### config.mk
export PLATFORM = sky130hd
export DESIGN_NAME = dmfcs_sequencer
export DESIGN_NICKNAME = d
export VERILOG_FILES = /design/src/logic/dmfcs_pkg.sv /design/src/logic/dmfcs_sequencer.sv /design/src/logic/dmfcs_fifo2.sv /design/src/logic/dmfcs_shreg.sv
export SDC_FILE = /design/constraint.sdc
export NUM_CORES = 1
export LEC_CHECK = 0
export ABC_CLOCK_PERIOD_IN_PS = 2600
export BUFFER_PORTS_ARGS = -buffer_cell sky130_fd_sc_hd__buf_2
export CORE_ASPECT_RATIO = 2
export CORE_MARGIN = 4
export CORE_UTILIZATION = 54
export DETAILED_ROUTE_END_ITERATION = 10
export MAX_ROUTING_LAYER = met4
export PLACE_DENSITY_LB_ADDON = 0.2
export SLEW_MARGIN = 20
export SYNTH_ARGS = -nofsm -noshare
export SYNTH_HDL_FRONTEND = slang
export SYNTH_HIERARCHICAL = 1
export SYNTH_SLANG_ARGS = --single-unit
export TNS_END_PERCENT = 50
### constraint.sdc
create_clock -name i_clock -period 2.6 [get_ports i_clock]
set_clock_uncertainty 0.15 [all_clocks]
set_input_delay 0.52 -clock i_clock [delete_from_list [all_inputs] [get_ports i_clock]]
set_output_delay 0.52 -clock i_clock [all_outputs]
set_load 0.005 [all_outputs]
### src/logic/dmfcs_pkg.sv
// Shared constants, types and register map for the dual MAC sequencer
package dmfcs_pkg;
	localparam int DATA_W = 12;
	localparam int SUM_W = 16;
	localparam int SEL_W = 4;
	// Cycles from a presented operand set to its output word
	localparam int RES_LAT = 5;
	// Non-symmetric filter: C port delay line length, half of 32 taps
	localparam int HALF_LEN = 16;
	localparam logic [2:0] BUF_DEPTH = 3'h2;
	localparam logic [SEL_W-1:0] TAP_LAST = 4'hF;
	localparam logic [SEL_W-1:0] TAP_FIRST = 4'h0;
	localparam logic [SEL_W-1:0] SEL_STEP = 4'h1;
	////////////////////////////////////////////////////////////////
	localparam logic [7:0] ADR_CTRL = 8'h00;
	localparam logic [7:0] ADR_START = 8'h04;
	localparam logic [7:0] ADR_SAMPLE = 8'h08;
	localparam logic [7:0] ADR_COEF = 8'h0C;
	localparam logic [7:0] ADR_OPA = 8'h10;
	localparam logic [7:0] ADR_OPB = 8'h14;
	localparam logic [7:0] ADR_CAS = 8'h18;
	localparam logic [7:0] ADR_STATUS = 8'h1C;
	localparam int CTRL_MODE_LSB = 0;
	localparam int CTRL_LSW_BIT = 2;
	localparam int CTRL_CLR_BIT = 3;
	localparam int COEF_SEL_BIT = 16;
	localparam int HI_LSB = 16;
	localparam int ST_BUSY_BIT = 8;
	localparam int ST_PAR_BIT = 7;
	localparam int ST_DIR_BIT = 6;
	localparam int ST_OCC_LSB = 2;
	localparam int ST_PEND_LSB = 0;
	////////////////////////////////////////////////////////////////
	typedef enum logic [1:0] {
		MODE_FIR_SYM = 2'h0,
		MODE_FIR_NSYM = 2'h1,
		MODE_CPX = 2'h2,
		MODE_BFY = 2'h3
	} dmfcs_mode_type;
	typedef enum logic [2:0] {
		ST_IDLE = 3'b000,
		ST_PUSH = 3'b001,
		ST_FIR = 3'b010,
		ST_CPX = 3'b011,
		ST_BFY = 3'b100,
		ST_DRAIN = 3'b101
	} dmfcs_state_type;
	typedef struct packed {
		logic [DATA_W-1:0] port_a_data;
		logic [DATA_W-1:0] port_b_data;
		logic [DATA_W-1:0] port_c_data;
		logic [DATA_W-1:0] port_d_data;
		logic [SEL_W-1:0] port_a_delay_select;
		logic [SEL_W-1:0] port_b_delay_select;
		logic [SEL_W-1:0] port_c_delay_select;
		logic [SEL_W-1:0] port_d_delay_select;
		logic port_a_input_enable_n;
		logic port_b_input_enable_n;
		logic port_c_input_enable_n;
		logic port_d_input_enable_n;
		logic first_product_negate;
		logic second_product_negate;
		logic round_control;
		logic word_swap;
		logic accumulate_control;
		logic [SUM_W-1:0] cascade_data;
	} dmfcs_pins_type;
endpackage

### src/logic/dmfcs_sequencer.sv
// Sequencer that drives a dual 12x12 MAC device for FIR, complex and butterfly work
//
// Functional notes
// RQ1 - Device uses its four delay stores as banks for 32 tap pairs.
// RQ2 - Device sums two taps per clock into its accumulator.
// RQ3 - Symmetric filter: step delay selectors 0 to F, one per cycle.
// RQ4 - After a pass result is out, push one sample on even/odd stack.
// RQ5 - B and D selectors count up and down on alternate passes.
// RQ6 - Device output rate is clock over half the tap count.
// RQ7 - Non-symmetric: data to A, and via half-length delay line to C.
// RQ8 - Non-symmetric: same incrementing selector on all four ports.
// RQ9 - Upper word: round high, swap low; lower word: round low.
// RQ10 - Device adds A*B and C*D, each negated by its sign control.
// RQ11 - Complex product: cycle one negates second product, cycle two swaps B, D.
// RQ12 - Butterfly signs low/high, high/low, low/low, high/high.
// RQ13 - Last two butterfly steps swap twiddle parts and cascade imaginary A.
// RQ14 - Swap second vector parts between B and D before second sum.
// RQ15 - Device upper word is bits 23-8, lower word bits 15-0.
// RQ16 - Accumulate low loads the new sum; high adds to previous total.
// RQ17 - Port input enables go low only in cycles that push data.
//
// Chosen here: the APB register port and the register addresses.
`timescale 1ns/10ps
module dmfcs_sequencer import dmfcs_pkg::*; (
	input wire logic i_clock,
	input wire logic i_rstn,
	input wire logic i_psel,
	input wire logic i_penable,
	input wire logic i_pwrite,
	input wire logic [7:0] i_paddr,
	input wire logic [31:0] i_pwdata,
	output logic [31:0] o_prdata,
	output logic o_pready,
	output logic o_pslverr,
	output dmfcs_pins_type o_dev,
	input wire logic [SUM_W-1:0] i_dev_sum,
	output logic o_res_valid,
	input wire logic i_res_ready,
	output logic [SUM_W-1:0] o_res_data
);
	////////////////////////////////////////////////////////////////
	typedef struct packed {
		dmfcs_state_type st;
		dmfcs_mode_type mode;
		logic lsw;
		logic [SEL_W-1:0] step;
		logic dir;
		logic par;
		logic [1:0] pend;
		logic [RES_LAT-1:0] mark;
		logic [DATA_W-1:0] sample;
		logic [DATA_W-1:0] op_p;
		logic [DATA_W-1:0] op_r;
		logic [DATA_W-1:0] op_s;
		logic [DATA_W-1:0] op_t;
		logic [SUM_W-1:0] cas_re;
		logic [SUM_W-1:0] cas_im;
		logic [31:0] prdata;
		dmfcs_pins_type pins;
	} dmfcs_seq_state_type;
	dmfcs_seq_state_type q, n;

	function automatic logic addr_mapped(input logic [7:0] a);
		addr_mapped = (a == ADR_CTRL) || (a == ADR_START) || (a == ADR_SAMPLE) ||
			(a == ADR_COEF) || (a == ADR_OPA) || (a == ADR_OPB) ||
			(a == ADR_CAS) || (a == ADR_STATUS);
	endfunction

	logic busy;
	logic apb_setup;
	logic apb_wr;
	logic refuse;
	logic credit_ok;
	logic capture;
	logic fifo_ready;
	logic nsym_push;
	logic [1:0] occ;
	logic [2:0] in_use;
	logic [SEL_W-1:0] rev_step;
	logic [DATA_W-1:0] tail;

	assign busy = q.st != ST_IDLE;
	assign apb_setup = i_psel && !i_penable;
	// Writes while a sequence runs would corrupt live operands
	assign refuse = !addr_mapped(i_paddr) || (i_pwrite && busy);
	assign apb_wr = i_psel && i_penable && i_pwrite && !refuse;
	assign o_pready = i_psel && i_penable;
	assign o_pslverr = i_psel && i_penable && refuse;
	assign o_prdata = q.prdata;
	assign o_dev = q.pins;
	assign capture = q.mark[RES_LAT-1];
	assign in_use = {1'b0, q.pend} + {1'b0, occ};
	// A result is only reserved when the buffer can take it, so the
	// device pipeline never has to be stalled mid-flight
	assign credit_ok = fifo_ready && (in_use < BUF_DEPTH);
	assign rev_step = TAP_LAST - q.step;
	assign nsym_push = (q.st == ST_PUSH) && (q.mode == MODE_FIR_NSYM);

	////////////////////////////////////////////////////////////////
	always_comb begin
		logic issue;
		issue = 1'b0;
		n = q;
		n.pins.port_a_input_enable_n = 1'b1; // [RQ17]
		n.pins.port_b_input_enable_n = 1'b1; // [RQ17]
		n.pins.port_c_input_enable_n = 1'b1; // [RQ17]
		n.pins.port_d_input_enable_n = 1'b1; // [RQ17]
		n.pins.first_product_negate = 1'b0;
		n.pins.second_product_negate = 1'b0;
		n.pins.accumulate_control = 1'b0;
		n.pins.round_control = !q.lsw; // [RQ9]
		n.pins.word_swap = q.lsw; // [RQ9] [RQ15]
		n.mark = {q.mark[RES_LAT-2:0], 1'b0};

		if (apb_setup) begin
			unique case (i_paddr)
				ADR_CTRL: n.prdata = {29'h0, q.lsw, q.mode};
				ADR_OPA: n.prdata = {4'h0, q.op_r, 4'h0, q.op_p};
				ADR_OPB: n.prdata = {4'h0, q.op_t, 4'h0, q.op_s};
				ADR_CAS: n.prdata = {q.cas_im, q.cas_re};
				ADR_SAMPLE: n.prdata = {20'h0, q.sample};
				ADR_STATUS: begin
					n.prdata = 32'h0;
					n.prdata[ST_BUSY_BIT] = busy;
					n.prdata[ST_PAR_BIT] = q.par;
					n.prdata[ST_DIR_BIT] = q.dir;
					n.prdata[ST_OCC_LSB +: 2] = occ;
					n.prdata[ST_PEND_LSB +: 2] = q.pend;
				end
				default: n.prdata = 32'h0;
			endcase
		end

		////////////////////////////////////////////////////////////
		if (apb_wr) begin
			unique case (i_paddr)
				ADR_CTRL: begin
					n.mode = dmfcs_mode_type'(i_pwdata[CTRL_MODE_LSB +: 2]);
					n.lsw = i_pwdata[CTRL_LSW_BIT];
					if (i_pwdata[CTRL_CLR_BIT]) begin
						n.dir = 1'b0;
						n.par = 1'b0;
					end
				end
				ADR_OPA: begin
					n.op_p = i_pwdata[DATA_W-1:0];
					n.op_r = i_pwdata[HI_LSB +: DATA_W];
				end
				ADR_OPB: begin
					n.op_s = i_pwdata[DATA_W-1:0];
					n.op_t = i_pwdata[HI_LSB +: DATA_W];
				end
				ADR_CAS: begin
					n.cas_re = i_pwdata[SUM_W-1:0];
					n.cas_im = i_pwdata[HI_LSB +: SUM_W];
				end
				ADR_SAMPLE: begin
					n.sample = i_pwdata[DATA_W-1:0];
					if (q.mode == MODE_FIR_SYM || q.mode == MODE_FIR_NSYM) begin
						n.st = ST_PUSH;
					end
				end
				ADR_COEF: begin
					// Coefficient load: one word into B or D, enable low one cycle
					if (i_pwdata[COEF_SEL_BIT]) begin
						n.pins.port_d_data = i_pwdata[DATA_W-1:0];
						n.pins.port_d_input_enable_n = 1'b0; // [RQ17]
					end else begin
						n.pins.port_b_data = i_pwdata[DATA_W-1:0];
						n.pins.port_b_input_enable_n = 1'b0; // [RQ17]
					end
				end
				ADR_START: begin
					n.step = TAP_FIRST;
					if (q.mode == MODE_CPX) begin
						n.st = ST_CPX;
					end else if (q.mode == MODE_BFY) begin
						n.st = ST_BFY;
					end
				end
				default: begin
				end
			endcase
		end

		////////////////////////////////////////////////////////////
		unique case (q.st)
			ST_IDLE: begin
			end
			ST_PUSH: begin
				// Entered only once the previous pass result has left the device
				if (q.mode == MODE_FIR_NSYM) begin
					n.pins.port_a_data = q.sample; // [RQ7]
					n.pins.port_c_data = tail; // [RQ7]
					n.pins.port_a_input_enable_n = 1'b0; // [RQ17]
					n.pins.port_c_input_enable_n = 1'b0; // [RQ17]
				end else if (q.par) begin
					n.pins.port_c_data = q.sample; // [RQ4]
					n.pins.port_c_input_enable_n = 1'b0; // [RQ17]
					n.par = 1'b0;
				end else begin
					n.pins.port_a_data = q.sample; // [RQ4]
					n.pins.port_a_input_enable_n = 1'b0; // [RQ17]
					n.par = 1'b1;
				end
				n.step = TAP_FIRST;
				n.st = ST_FIR;
			end
			ST_FIR: begin
				if (q.step != TAP_FIRST || credit_ok) begin
					n.pins.port_a_delay_select = q.step; // [RQ3] [RQ8]
					n.pins.port_c_delay_select = q.step; // [RQ3] [RQ8]
					if (q.mode == MODE_FIR_SYM && q.dir) begin
						n.pins.port_b_delay_select = rev_step; // [RQ5]
						n.pins.port_d_delay_select = rev_step; // [RQ5]
					end else begin
						n.pins.port_b_delay_select = q.step; // [RQ5] [RQ8]
						n.pins.port_d_delay_select = q.step; // [RQ5] [RQ8]
					end
					// First tap reloads, the rest add on [RQ16] [RQ2]
					n.pins.accumulate_control = q.step != TAP_FIRST; // [RQ16]
					n.pins.cascade_data = '0;
					issue = q.step == TAP_FIRST;
					n.step = q.step + SEL_STEP; // [RQ3]
					if (q.step == TAP_LAST) begin
						if (q.mode == MODE_FIR_SYM) begin
							n.dir = !q.dir; // [RQ5]
						end
						n.st = ST_DRAIN;
					end
				end
			end
			ST_CPX: begin
				if (credit_ok) begin
					issue = 1'b1;
					n.pins.port_a_delay_select = TAP_FIRST;
					n.pins.port_b_delay_select = TAP_FIRST;
					n.pins.port_c_delay_select = TAP_FIRST;
					n.pins.port_d_delay_select = TAP_FIRST;
					n.pins.port_a_data = q.op_p;
					n.pins.port_c_data = q.op_r;
					n.pins.port_a_input_enable_n = 1'b0; // [RQ17]
					n.pins.port_b_input_enable_n = 1'b0; // [RQ17]
					n.pins.port_c_input_enable_n = 1'b0; // [RQ17]
					n.pins.port_d_input_enable_n = 1'b0; // [RQ17]
					n.pins.cascade_data = '0;
					if (q.step == TAP_FIRST) begin
						n.pins.port_b_data = q.op_s; // [RQ11]
						n.pins.port_d_data = q.op_t; // [RQ11]
						n.pins.second_product_negate = 1'b1; // [RQ11] [RQ10]
						n.step = q.step + SEL_STEP;
					end else begin
						n.pins.port_b_data = q.op_t; // [RQ11] [RQ14]
						n.pins.port_d_data = q.op_s; // [RQ11] [RQ14]
						n.st = ST_DRAIN;
					end
				end
			end
			ST_BFY: begin
				// Steps are independent sums, so a pause between them is harmless
				if (credit_ok) begin
					issue = 1'b1;
					n.pins.port_a_delay_select = TAP_FIRST;
					n.pins.port_b_delay_select = TAP_FIRST;
					n.pins.port_c_delay_select = TAP_FIRST;
					n.pins.port_d_delay_select = TAP_FIRST;
					n.pins.port_a_data = q.op_p;
					n.pins.port_c_data = q.op_r;
					n.pins.port_a_input_enable_n = 1'b0; // [RQ17]
					n.pins.port_b_input_enable_n = 1'b0; // [RQ17]
					n.pins.port_c_input_enable_n = 1'b0; // [RQ17]
					n.pins.port_d_input_enable_n = 1'b0; // [RQ17]
					if (q.step[1]) begin
						n.pins.port_b_data = q.op_t; // [RQ13]
						n.pins.port_d_data = q.op_s; // [RQ13]
						n.pins.cascade_data = q.cas_im; // [RQ13]
					end else begin
						n.pins.port_b_data = q.op_s;
						n.pins.port_d_data = q.op_t;
						n.pins.cascade_data = q.cas_re;
					end
					unique case (q.step[1:0])
						2'h0: {n.pins.first_product_negate,
							n.pins.second_product_negate} = 2'h1; // [RQ12]
						2'h1: {n.pins.first_product_negate,
							n.pins.second_product_negate} = 2'h2; // [RQ12]
						2'h2: {n.pins.first_product_negate,
							n.pins.second_product_negate} = 2'h0; // [RQ12]
						2'h3: {n.pins.first_product_negate,
							n.pins.second_product_negate} = 2'h3; // [RQ12]
					endcase
					n.step = q.step + SEL_STEP;
					if (q.step[1:0] == 2'h3) begin
						n.st = ST_DRAIN;
					end
				end
			end
			ST_DRAIN: begin
				if (q.mark == '0) begin
					n.st = ST_IDLE;
				end
			end
			default: n.st = ST_IDLE;
		endcase

		////////////////////////////////////////////////////////////
		// FIR takes buffer credit at its first tap but marks the result at its last
		if (issue && q.st != ST_FIR) begin
			n.mark[0] = 1'b1;
		end
		if (q.st == ST_FIR && q.step == TAP_LAST) begin
			n.mark[0] = 1'b1;
		end
		if (issue && !capture) begin
			n.pend = q.pend + 2'h1;
		end else if (capture && !issue) begin
			n.pend = q.pend - 2'h1;
		end
	end

	always_ff @(posedge i_clock) begin
		if (!i_rstn) begin
			q <= '0;
			q.pins.port_a_input_enable_n <= 1'b1;
			q.pins.port_b_input_enable_n <= 1'b1;
			q.pins.port_c_input_enable_n <= 1'b1;
			q.pins.port_d_input_enable_n <= 1'b1;
		end else begin
			q <= n;
		end
	end

	////////////////////////////////////////////////////////////////
	dmfcs_shreg u_shreg (
		.i_clock(i_clock),
		.i_rstn(i_rstn),
		.i_push(nsym_push),
		.i_data(q.sample),
		.o_tail(tail)
	);

	dmfcs_fifo2 u_fifo (
		.i_clock(i_clock),
		.i_rstn(i_rstn),
		.i_in_valid(capture),
		.o_in_ready(fifo_ready),
		.i_in_data(i_dev_sum),
		.o_out_valid(o_res_valid),
		.i_out_ready(i_res_ready),
		.o_out_data(o_res_data),
		.o_count(occ)
	);
endmodule

### src/logic/dmfcs_fifo2.sv
// Two-entry result buffer with valid/ready on both sides
`timescale 1ns/10ps
module dmfcs_fifo2 import dmfcs_pkg::*; (
	input wire logic i_clock,
	input wire logic i_rstn,
	input wire logic i_in_valid,
	output logic o_in_ready,
	input wire logic [SUM_W-1:0] i_in_data,
	output logic o_out_valid,
	input wire logic i_out_ready,
	output logic [SUM_W-1:0] o_out_data,
	output logic [1:0] o_count
);
	typedef struct packed {
		logic [BUF_DEPTH-1:0][SUM_W-1:0] mem;
		logic wp;
		logic rp;
		logic [1:0] cnt;
	} dmfcs_fifo_state_type;
	dmfcs_fifo_state_type q, n;
	logic push, pop;
	assign o_in_ready = {1'b0, q.cnt} != BUF_DEPTH;
	assign o_out_valid = q.cnt != 2'h0;
	assign o_out_data = q.mem[q.rp];
	assign o_count = q.cnt;
	assign push = i_in_valid && o_in_ready;
	assign pop = o_out_valid && i_out_ready;
	always_comb begin
		n = q;
		if (push) begin
			n.mem[q.wp] = i_in_data;
			n.wp = ~q.wp;
		end
		if (pop) begin
			n.rp = ~q.rp;
		end
		if (push && !pop) begin
			n.cnt = q.cnt + 2'h1;
		end else if (pop && !push) begin
			n.cnt = q.cnt - 2'h1;
		end
	end
	always_ff @(posedge i_clock) begin
		if (!i_rstn) begin
			q <= '0;
		end else begin
			q <= n;
		end
	end
endmodule

### src/logic/dmfcs_shreg.sv
// Half-filter-length delay line feeding the C port in non-symmetric mode
`timescale 1ns/10ps
module dmfcs_shreg import dmfcs_pkg::*; (
	input wire logic i_clock,
	input wire logic i_rstn,
	input wire logic i_push,
	input wire logic [DATA_W-1:0] i_data,
	output logic [DATA_W-1:0] o_tail
);
	typedef struct packed {
		logic [HALF_LEN-1:0][DATA_W-1:0] word;
	} dmfcs_shreg_state_type;
	dmfcs_shreg_state_type q, n;
	assign o_tail = q.word[HALF_LEN-1];
	always_comb begin
		n = q;
		if (i_push) begin
			n.word[0] = i_data;
			for (int k = 1; k < HALF_LEN; k++) begin
				n.word[k] = q.word[k-1];
			end
		end
	end
	always_ff @(posedge i_clock) begin
		if (!i_rstn) begin
			q <= '0;
		end else begin
			q <= n;
		end
	end
endmodule

==> key figures, run 1 <==
Status
  – Outcome: finished, final reports clean

Power
  – P_int: 10.89 mW
  – Switching share of power: 0.2104
  – Sw Pwr: 2.902 mW
  – Combinational power share: 0.029
  – Sequential power share: 0.502
  – Pwr Total: 13.79 mW
  – Clk pwr share: 0.469
  – Peak VDD IR: 0.5436 mV
  – Leakage: 8.075 nW
  – Power density over the cells: 618.9 nW/um^2

Routing
  – Routed wire per std cell: 20.31 um
  – Routed wire length: 54520 um
  – Avg Vias per Cell: 5.684
  – Final antenna-violating net count: 0
  – Vias post-DR: 15260
  – DRT iter0 DRCs: 931
  – DR pass1 iterations: 7
  – # DRC: 0

GRT
  – Busiest grt layer: met2
  – GR Util All Layers: 0.2638
  – Initial antenna violation count: 0
  – Vias in the first global route: 14820
  – Routing usage on met1: 0.2717
  – Met3 usage: 0.03281
  – Largest net degree at the start of global routing: 107
  – Global route overflow: 0
  – First-pass GRT wire length: 83970 um
  – Met2 GRT Util: 0.4584

Floorplan
  – CORE AREA: 37160 um^2
  – Std-Cell Rows: 100
  – I/O Pins: 202
  – Die Wd: 144.9 um
  – Starting density of the core: 0.5448
  – Die H: 281.8 um
  – Die area: 40840 um^2

STA
  – RSZ-0062 raised after global routing: true
  – Pins Over Slew Limit: 0
  – Final setup viols: 0
  – Fmax: 0.3922 GHz
  – Setup TNS: 0 ns
  – Slew @ Worst Pin: 0.8991 ns
  – Period minus WS final: 2.550 ns
  – Endpoints failing hold: 0
  – Fin crit share: 0.9807
  – Relative slew slack: 0.4006

Synth
  – Post-synthesis cell count: 2160
  – Sequential-to-total area share from yosys stat: 0.4470
  – Netlist cell types: 72
  – Number of flops mapped to enable cells by yosys: 0
  – Post-synth top flop: dfxtp_1
  – Mean Syn Cell Area: 9.372 um^2
  – Syn_nets: 2228
  – Yosys warns: 6
  – FFs w/ async S/R, synth: 0
  – Cell Area, Synth: 20240 um^2
  – Synth Register Bits: 452

Place
  – Placed Cells: 2611
  – Post-DP HPWL: 39730 um
  – Port bufs: 201
  – Placed cell area: 20730 um^2
  – RD Place Congestion: 0.9223

Final layout
  – Design area: 22280 um^2
  – Layout Nets: 2263
  – Share of cells above drive strength 1: 0.1919
  – Area added between synthesis and finish: 10.05%
  – Post-Layout Cell Count: 2685

Critical path
  – CP Data Required Time: 2.87 ns
  – WP data arrival: 2.82 ns
  – Critical path's largest stage delay: 0.48 ns
  – CP most frequent cell: buf_4
  – Slowest-stage cell, CP: fa_1
  – Setup crit end kind: flip-flop
  – Crit-path max FO: 7
  – Setup crit start kind: flip-flop
  – Cells along the critical path: and2_4, fa_1, buf_4, nor3b_4, buf_6, buf_4, nand3_2, o221ai_1, a21oi_1
  – Crit Path Class: flip-flop to flip-flop

Min path
  – Hold Crit Class: input port to flip-flop

Clock tree
  – Clk buf depth: 3
  – CTS tree: yes
  – Clk sinks: 452
  – Clock Latency Late Sink: 0.55 ns
  – Worst-path clk slew: 0.07 ns
  – CTS Hold Buffers Added: 0
  – Root buffer cell: clkbuf_16
  – CTS HTree Levels: 2
  – CTS buffer count: 40

Flow run
  – Max-capacitance violation count: 0
cells in the mapped netlist, drive strengths merged (4+ instances only):
cell type / instances / area, um^2
mux2: 27 / 304.0
ha: 5 / 62.56
or3b: 4 / 35.03
a31oi: 4 / 25.02
nor2: 67 / 254.0
nand3: 147 / 735.7
a311oi: 13 / 113.9
o221ai: 6 / 52.55
inv: 7 / 26.28
mux2i: 277 / 2773
buf: 194 / 1642
nor3b: 5 / 37.54
a21oi: 69 / 345.3
o21a: 4 / 30.03
o22ai: 16 / 100.1
a21o: 4 / 30.03
a22oi: 19 / 142.6
nand3b: 4 / 30.03
xnor2: 8 / 70.07
nor3: 21 / 105.1
and3: 17 / 106.4
or3: 5 / 31.28
dfxtp: 452 / 9049
nor2b: 197 / 1232
nand2b: 6 / 45.04
and2: 13 / 82.58
nand2: 241 / 904.6
o211ai: 18 / 135.1
o31ai: 20 / 150.1
clkbuf: 102 / 382.9
o21ai: 132 / 660.6
cells by family (layout without fill, tap and decap cells):
| logic type | count (synthesis) | count (layout) | synth area share |
|---|---|---|---|
| XOR/XNOR | 11 | 11 | 0.004759 |
| other | 0 | 1 | 0 |
| adder cells (fa/ha/maj) | 6 | 6 | 0.004079 |
| buffers and inverters | 307 | 372 | 0.1032 |
| AND/OR/NAND/NOR | 745 | 745 | 0.1855 |
| flip-flops | 452 | 452 | 0.4470 |
| AO/OA/AOI/OAI | 332 | 332 | 0.1002 |
| multiplexers | 307 | 307 | 0.1553 |
worst max-delay path, delay by kind of cell, from the launching register on:
kind | cells | cell delay, ns
flops | 1 | 0.32
compound gates | 2 | 0.37
simple gates | 3 | 0.62
buf+inv | 3 | 0.49
fa+ha+maj | 1 | 0.48
what timing repair did:
item                       CTS  global route
resized for setup            1            18
pin swaps                    0             5
setup endpoints to repair    1            58
gates cloned                 0             0
setup buffers                0             1
hold endpoints to repair     0             0
power by group through the flow:
stage          combinational [mW]  sequential, mW  clock (mW)
6_report                    0.396            6.92        6.47
5_1_grt                     0.422            6.92        6.85
4_1_cts                     0.391            6.92        6.60
3_5_place_dp                0.389            7.08           0
3_3_place_gp                0.385            7.08           0
2_1_floorplan               0.231            7.08           0
per-stage QoR:
step	utilization	hold slack (ns)	setup WS (ns)
after floorplan	-	0.2716	-0.02522
after global placement	0.5579	0.2838	-0.004639
after detailed placement	0.5579	0.2888	-0.02071
after CTS	0.5967	0.04853	0.04373
after global routing	0.5995	0.07648	-0.05130
final	0.5995	0.06429	0.05020
cell type report:
| cell class | count | area (um^2) |
|---|---|---|
| diodes | 1 | 2.502 |
| clock buffers | 54 | 1156 |
| clock inverters | 18 | 279.0 |
| fillers | 3272 | 14880 |
| inverters | 8 | 30.03 |
| multi-input cells | 1401 | 9255 |
| flip-flops and latches | 452 | 9050 |
| well taps | 459 | 574.3 |
| repair buffers | 292 | 1932 |
state kept, by name (all words and copies together) (netlist names):
| signal | cells |
|---|---|
| o_dev | 81 |
| u_shreg/q | 180 |
| u_shreg/o_tail | 12 |
| q | 105 |
| capture | 1 |
| o_prdata | 32 |
| u_fifo/o_count | 2 |
| u_fifo/q | 34 |
| n | 5 |
metal layers:
metal	wire [um]	part of all wire	vias to the layer above
met2	27450	0.50	482
met5	0	0	-
met1	20080	0.37	7213
met3	2215	0.041	172
li1	-	-	7394
met4	4768	0.087	0
cell usage in the layout (no fill, tap or decap), drive strengths merged, types with 13 or more instances in the layout:
master,n
a21oi,69
a22oi,19
a311oi,13
and2,13
and3,17
buf,292
clkbuf,54
dfxtp,452
mux2,27
mux2i,277
nand2,241
nand3,147
nor2,67
nor2b,197
nor3,21
o211ai,18
o21ai,132
o22ai,16
o31ai,20
worst paths after layout:
| kind | startpoint | end | slack (ns) | depth (start not counted) |
|---|---|---|---|---|
| worst max-delay path | u_fifo/o_count[0]$_SDFFE_PN0P_ | o_dev[43]$_SDFF_PN0_ | 0.05 | 9 |
| worst min-delay path | i_pwdata[29] | q[134]$_SDFFE_PN0P_ | 0.06 | 3 |
| worst max register to register | u_fifo/o_count[0]$_SDFFE_PN0P_ | o_dev[43]$_SDFF_PN0_ | 0.05 | 9 |
| worst min register to register | o_prdata[16]$_SDFFE_PN0P_ | o_prdata[16]$_SDFFE_PN0P_ | 0.30 | 2 |
Note: power is estimated with default switching activity, not from simulation.
==> run 2: changes to the inputs <==
--- a/config.mk
+++ b/config.mk
@@ -5,6 +5,7 @@
 export SDC_FILE = /design/constraint.sdc
 export NUM_CORES = 1
 export LEC_CHECK = 0
+export ABC_AREA = 1
 export ABC_CLOCK_PERIOD_IN_PS = 2600
 export BUFFER_PORTS_ARGS = -buffer_cell sky130_fd_sc_hd__buf_2
 export CORE_ASPECT_RATIO = 2
==> run 2 against run 1 <==
  * Critical path depth shrank 3
  * Sequential cell count unchanged
  * Synthesized area up 9.5%
  * Sequential share of layout area fell by 3.1 points
  * Clock power rose by 4.6%
  * Final cell count is 38% higher
  * Register-to-register slack better by 0.14 ns
  * Global-route usage up 3.1 points
  * Power rose by 5.0%
  * Sequential power increased by 0.6%
  * Highest routed layer unchanged
==> key figures, run 2 <==
Final layout
  – Area added between synthesis and finish: 8.894%
  – Largest register by flop count: u_shreg/q
  – Reg area: 9051 um^2
  – Share of cells above drive strength 1: 0.1933
  – Post-Layout Cell Count: 3717
  – Design area: 24140 um^2
  – Area of the multi-input gates: 9552 um^2
  – Commonest non-fill, non-tap cell in the layout: nand2_1
  – Most frequent cells in the layout: 686 x nand2_1, 450 x dfxtp_1, 405 x nor2_1, 351 x inv_1, 247 x a21oi_1
  – Largest register FFs: 180
  – Layout Nets: 3223
  – Fillers: 3891
  – Fin util: 0.5966

STA
  – Setup TNS: 0 ns
  – Slew @ Worst Pin: 0.7358 ns
  – Period minus WS final: 2.514 ns
  – Relative slew slack: 0.5094
  – Final setup viols: 0
  – Fin crit share: 0.9671
  – Pins Over Slew Limit: 0
  – Endpoints failing hold: 0
  – Fmax: 0.3977 GHz

Synth
  – Sequential-to-total area share from yosys stat: 0.4081
  – Top-area cell type share of the netlist area: 0.4081
  – Number of flops mapped to enable cells by yosys: 0
  – Top cells by area, synth: dfxtp_1 41%, nand2_1 12%, nor2_1 6.9%
  – Cell Area, Synth: 22170 um^2
  – Post-synthesis cell count: 3147
  – FFs w/ async S/R, synth: 0
  – Post-synth top cells: 687 x nand2_1, 452 x dfxtp_1, 409 x nor2_1
  – Synth Register Bits: 452
  – Syn_nets: 3215
  – Post-synth top flop: dfxtp_1
  – Yosys warns: 6
  – Mean Syn Cell Area: 7.045 um^2
  – Netlist cell types: 52
  – Largest area contributor in the synthesized netlist: dfxtp_1
  – Count leader, synth: nand2_1

Critical path
  – Critical path's largest stage delay: 0.40 ns
  – WP data arrival: 1.84 ns
  – Slowest-stage cell, CP: dfxtp_1
  – Crit Path Class: flip-flop to primary output
  – WP buf/inv: 1
  – Crit-path max FO: 9
  – CP most frequent cell: nand2_1
  – Setup crit start kind: flip-flop
  – Cells along the critical path: nor2_2, nand2_1, nand2_1, a21boi_2, nor2_1, buf_2
  – CP delay by family, top: simple AND/OR/NAND/NOR gates
  – CP Data Required Time: 1.93 ns
  – Setup crit end kind: primary output

Routing
  – Vias post-DR: 19520
  – Routed wire per std cell: 17.58 um
  – DR pass1 iterations: 6
  – DRT iter0 DRCs: 1105
  – Routed wire length: 65330 um
  – # DRC: 0
  – Final antenna-violating net count: 0
  – Avg Vias per Cell: 5.251

Floorplan
  – Die Wd: 151.3 um
  – CORE AREA: 40470 um^2
  – Std-Cell Rows: 104
  – I/O Pins: 202
  – Starting density of the core: 0.5479
  – Die H: 294.6 um
  – Die area: 44560 um^2

Power
  – Peak VDD IR: 0.4875 mV
  – Power density over the cells: 599.4 nW/um^2
  – Pwr Total: 14.47 mW
  – Leakage: 9.543 nW

Place
  – Placed Cells: 3641
  – RD Place Congestion: 1.003
  – Placed cell area: 22610 um^2
  – Port bufs: 201
  – Post-DP HPWL: 47930 um

Flow run
  – Max-capacitance violation count: 0

Clock tree
  – CTS Hold Buffers Added: 0
  – Clock Latency Late Sink: 0.55 ns
  – Worst-path clk slew: 0.06 ns
  – Clk buf depth: 3
  – Clk sinks: 452
  – CTS buffer count: 42
  – Root buffer cell: clkbuf_16
  – CTS HTree Levels: 2
  – CTS tree: yes

Status
  – Outcome: finished, final reports clean

GRT
  – Initial antenna violation count: 1
  – GR Util All Layers: 0.2950
  – Global route overflow: 0
  – Largest net degree at the start of global routing: 122
  – First-pass GRT wire length: 100400 um
  – Vias in the first global route: 18600

Min path
  – Hold Crit Class: input port to flip-flop
-- run 2: cell count changes after synthesis, sizes merged, moves of 19 or more --
cell / change
clkbuf: -35
buf: +62
nor2b: -194
o221ai: +30
a21oi: +179
nand3: -80
nor2: +449
nand2: +549
o21ai: +101
inv: +359
mux2i: -265
o31ai: -19
-- run 2: timing repair --
| action | 4_1_cts | 5_1_grt |
|---|---|---|
| setup buffers | 0 | 0 |
| gates resized for setup | 0 | 12 |
| endpoints found under the setup margin | 0 | 43 |
-- run 2: worst reg2reg max path: stages, from the launching register on --
cell and delay, ns:
dfxtp_1 0.33, nand2_1 0.06, inv_1 0.06, fa_1 0.42
nor2_2 0.14, nand2_4 0.10, buf_12 0.14, nor2_8 0.10
inv_2 0.04, o21ai_0 0.08, ha_1 0.28, a21oi_1 0.11
o21ai_1 0.09, buf_4 0.14, a21oi_1 0.12
-- run 2: metal layers --
layer,track usage,share of wire,up-vias
li1,-,-,9676
met1,0.2946,0.35,9019
met3,0.03400,0.043,257
met5,-,0,-
met4,0.2150,0.092,0
met2,0.5190,0.52,566
-- run 2: cells by family (layout without fill, tap and decap cells) --
| group | count (synthesis) | after routing | share of synthesized area |
|---|---|---|---|
| compound gates | 580 | 580 | 0.1449 |
| xor+xnor | 3 | 3 | 0.001185 |
| fa+ha+maj | 6 | 6 | 0.003725 |
| buf+inv | 693 | 732 | 0.1624 |
| flops | 452 | 452 | 0.4081 |
| mux | 24 | 24 | 0.01151 |
| other cells | 0 | 1 | 0 |
| simple gates | 1389 | 1389 | 0.2682 |
-- run 2: final cells by class --
type                            count  area share
Clock inverter                     17     0.01156
Multi-Input combinational cell   2002      0.3956
Tap cell                          530     0.02747
Sequential cell                   452      0.3749
Clock buffer                       58     0.05099
Inverter                          370     0.05794
Antenna cell                        1   0.0001036
Timing Repair Buffer              287     0.08142
-- run 2: where the power goes --
group	internal (mW)	switching (mW)	total, mW
sequential	6.94	0.0215	6.96
combinational	0.222	0.519	0.741
clock	4.01	2.76	6.77
total	11.2	3.30	14.5
-- run 2: worst paths after layout --
kind | from | to | slack (ns) | cells past startpoint
min | i_dev_sum[1] | u_fifo/q[21]$_SDFFE_PN0P_ | 0.07 | 3
max | q[229]$_SDFF_PN0_ | o_pslverr | 0.09 | 6
min reg2reg | n[217]$_SDFF_PN0_ | capture$_SDFF_PN0_ | 0.29 | 2
max reg2reg | u_fifo/o_count[0]$_SDFFE_PN0P_ | q[219]$_SDFFE_PN0P_ | 0.19 | 14
-- run 2: through the flow --
| step | setup slack, ns | hold slack (ns) |
|---|---|---|
| 2_1_floorplan | 0.004585 | 0.2640 |
| 3_3_place_gp | 0.1327 | 0.2693 |
| 3_5_place_dp | 0.07258 | 0.2794 |
| 4_1_cts | 0.01556 | 0.04953 |
| 5_1_grt | -0.02417 | 0.05715 |
| 6_report | 0.08564 | 0.06937 |
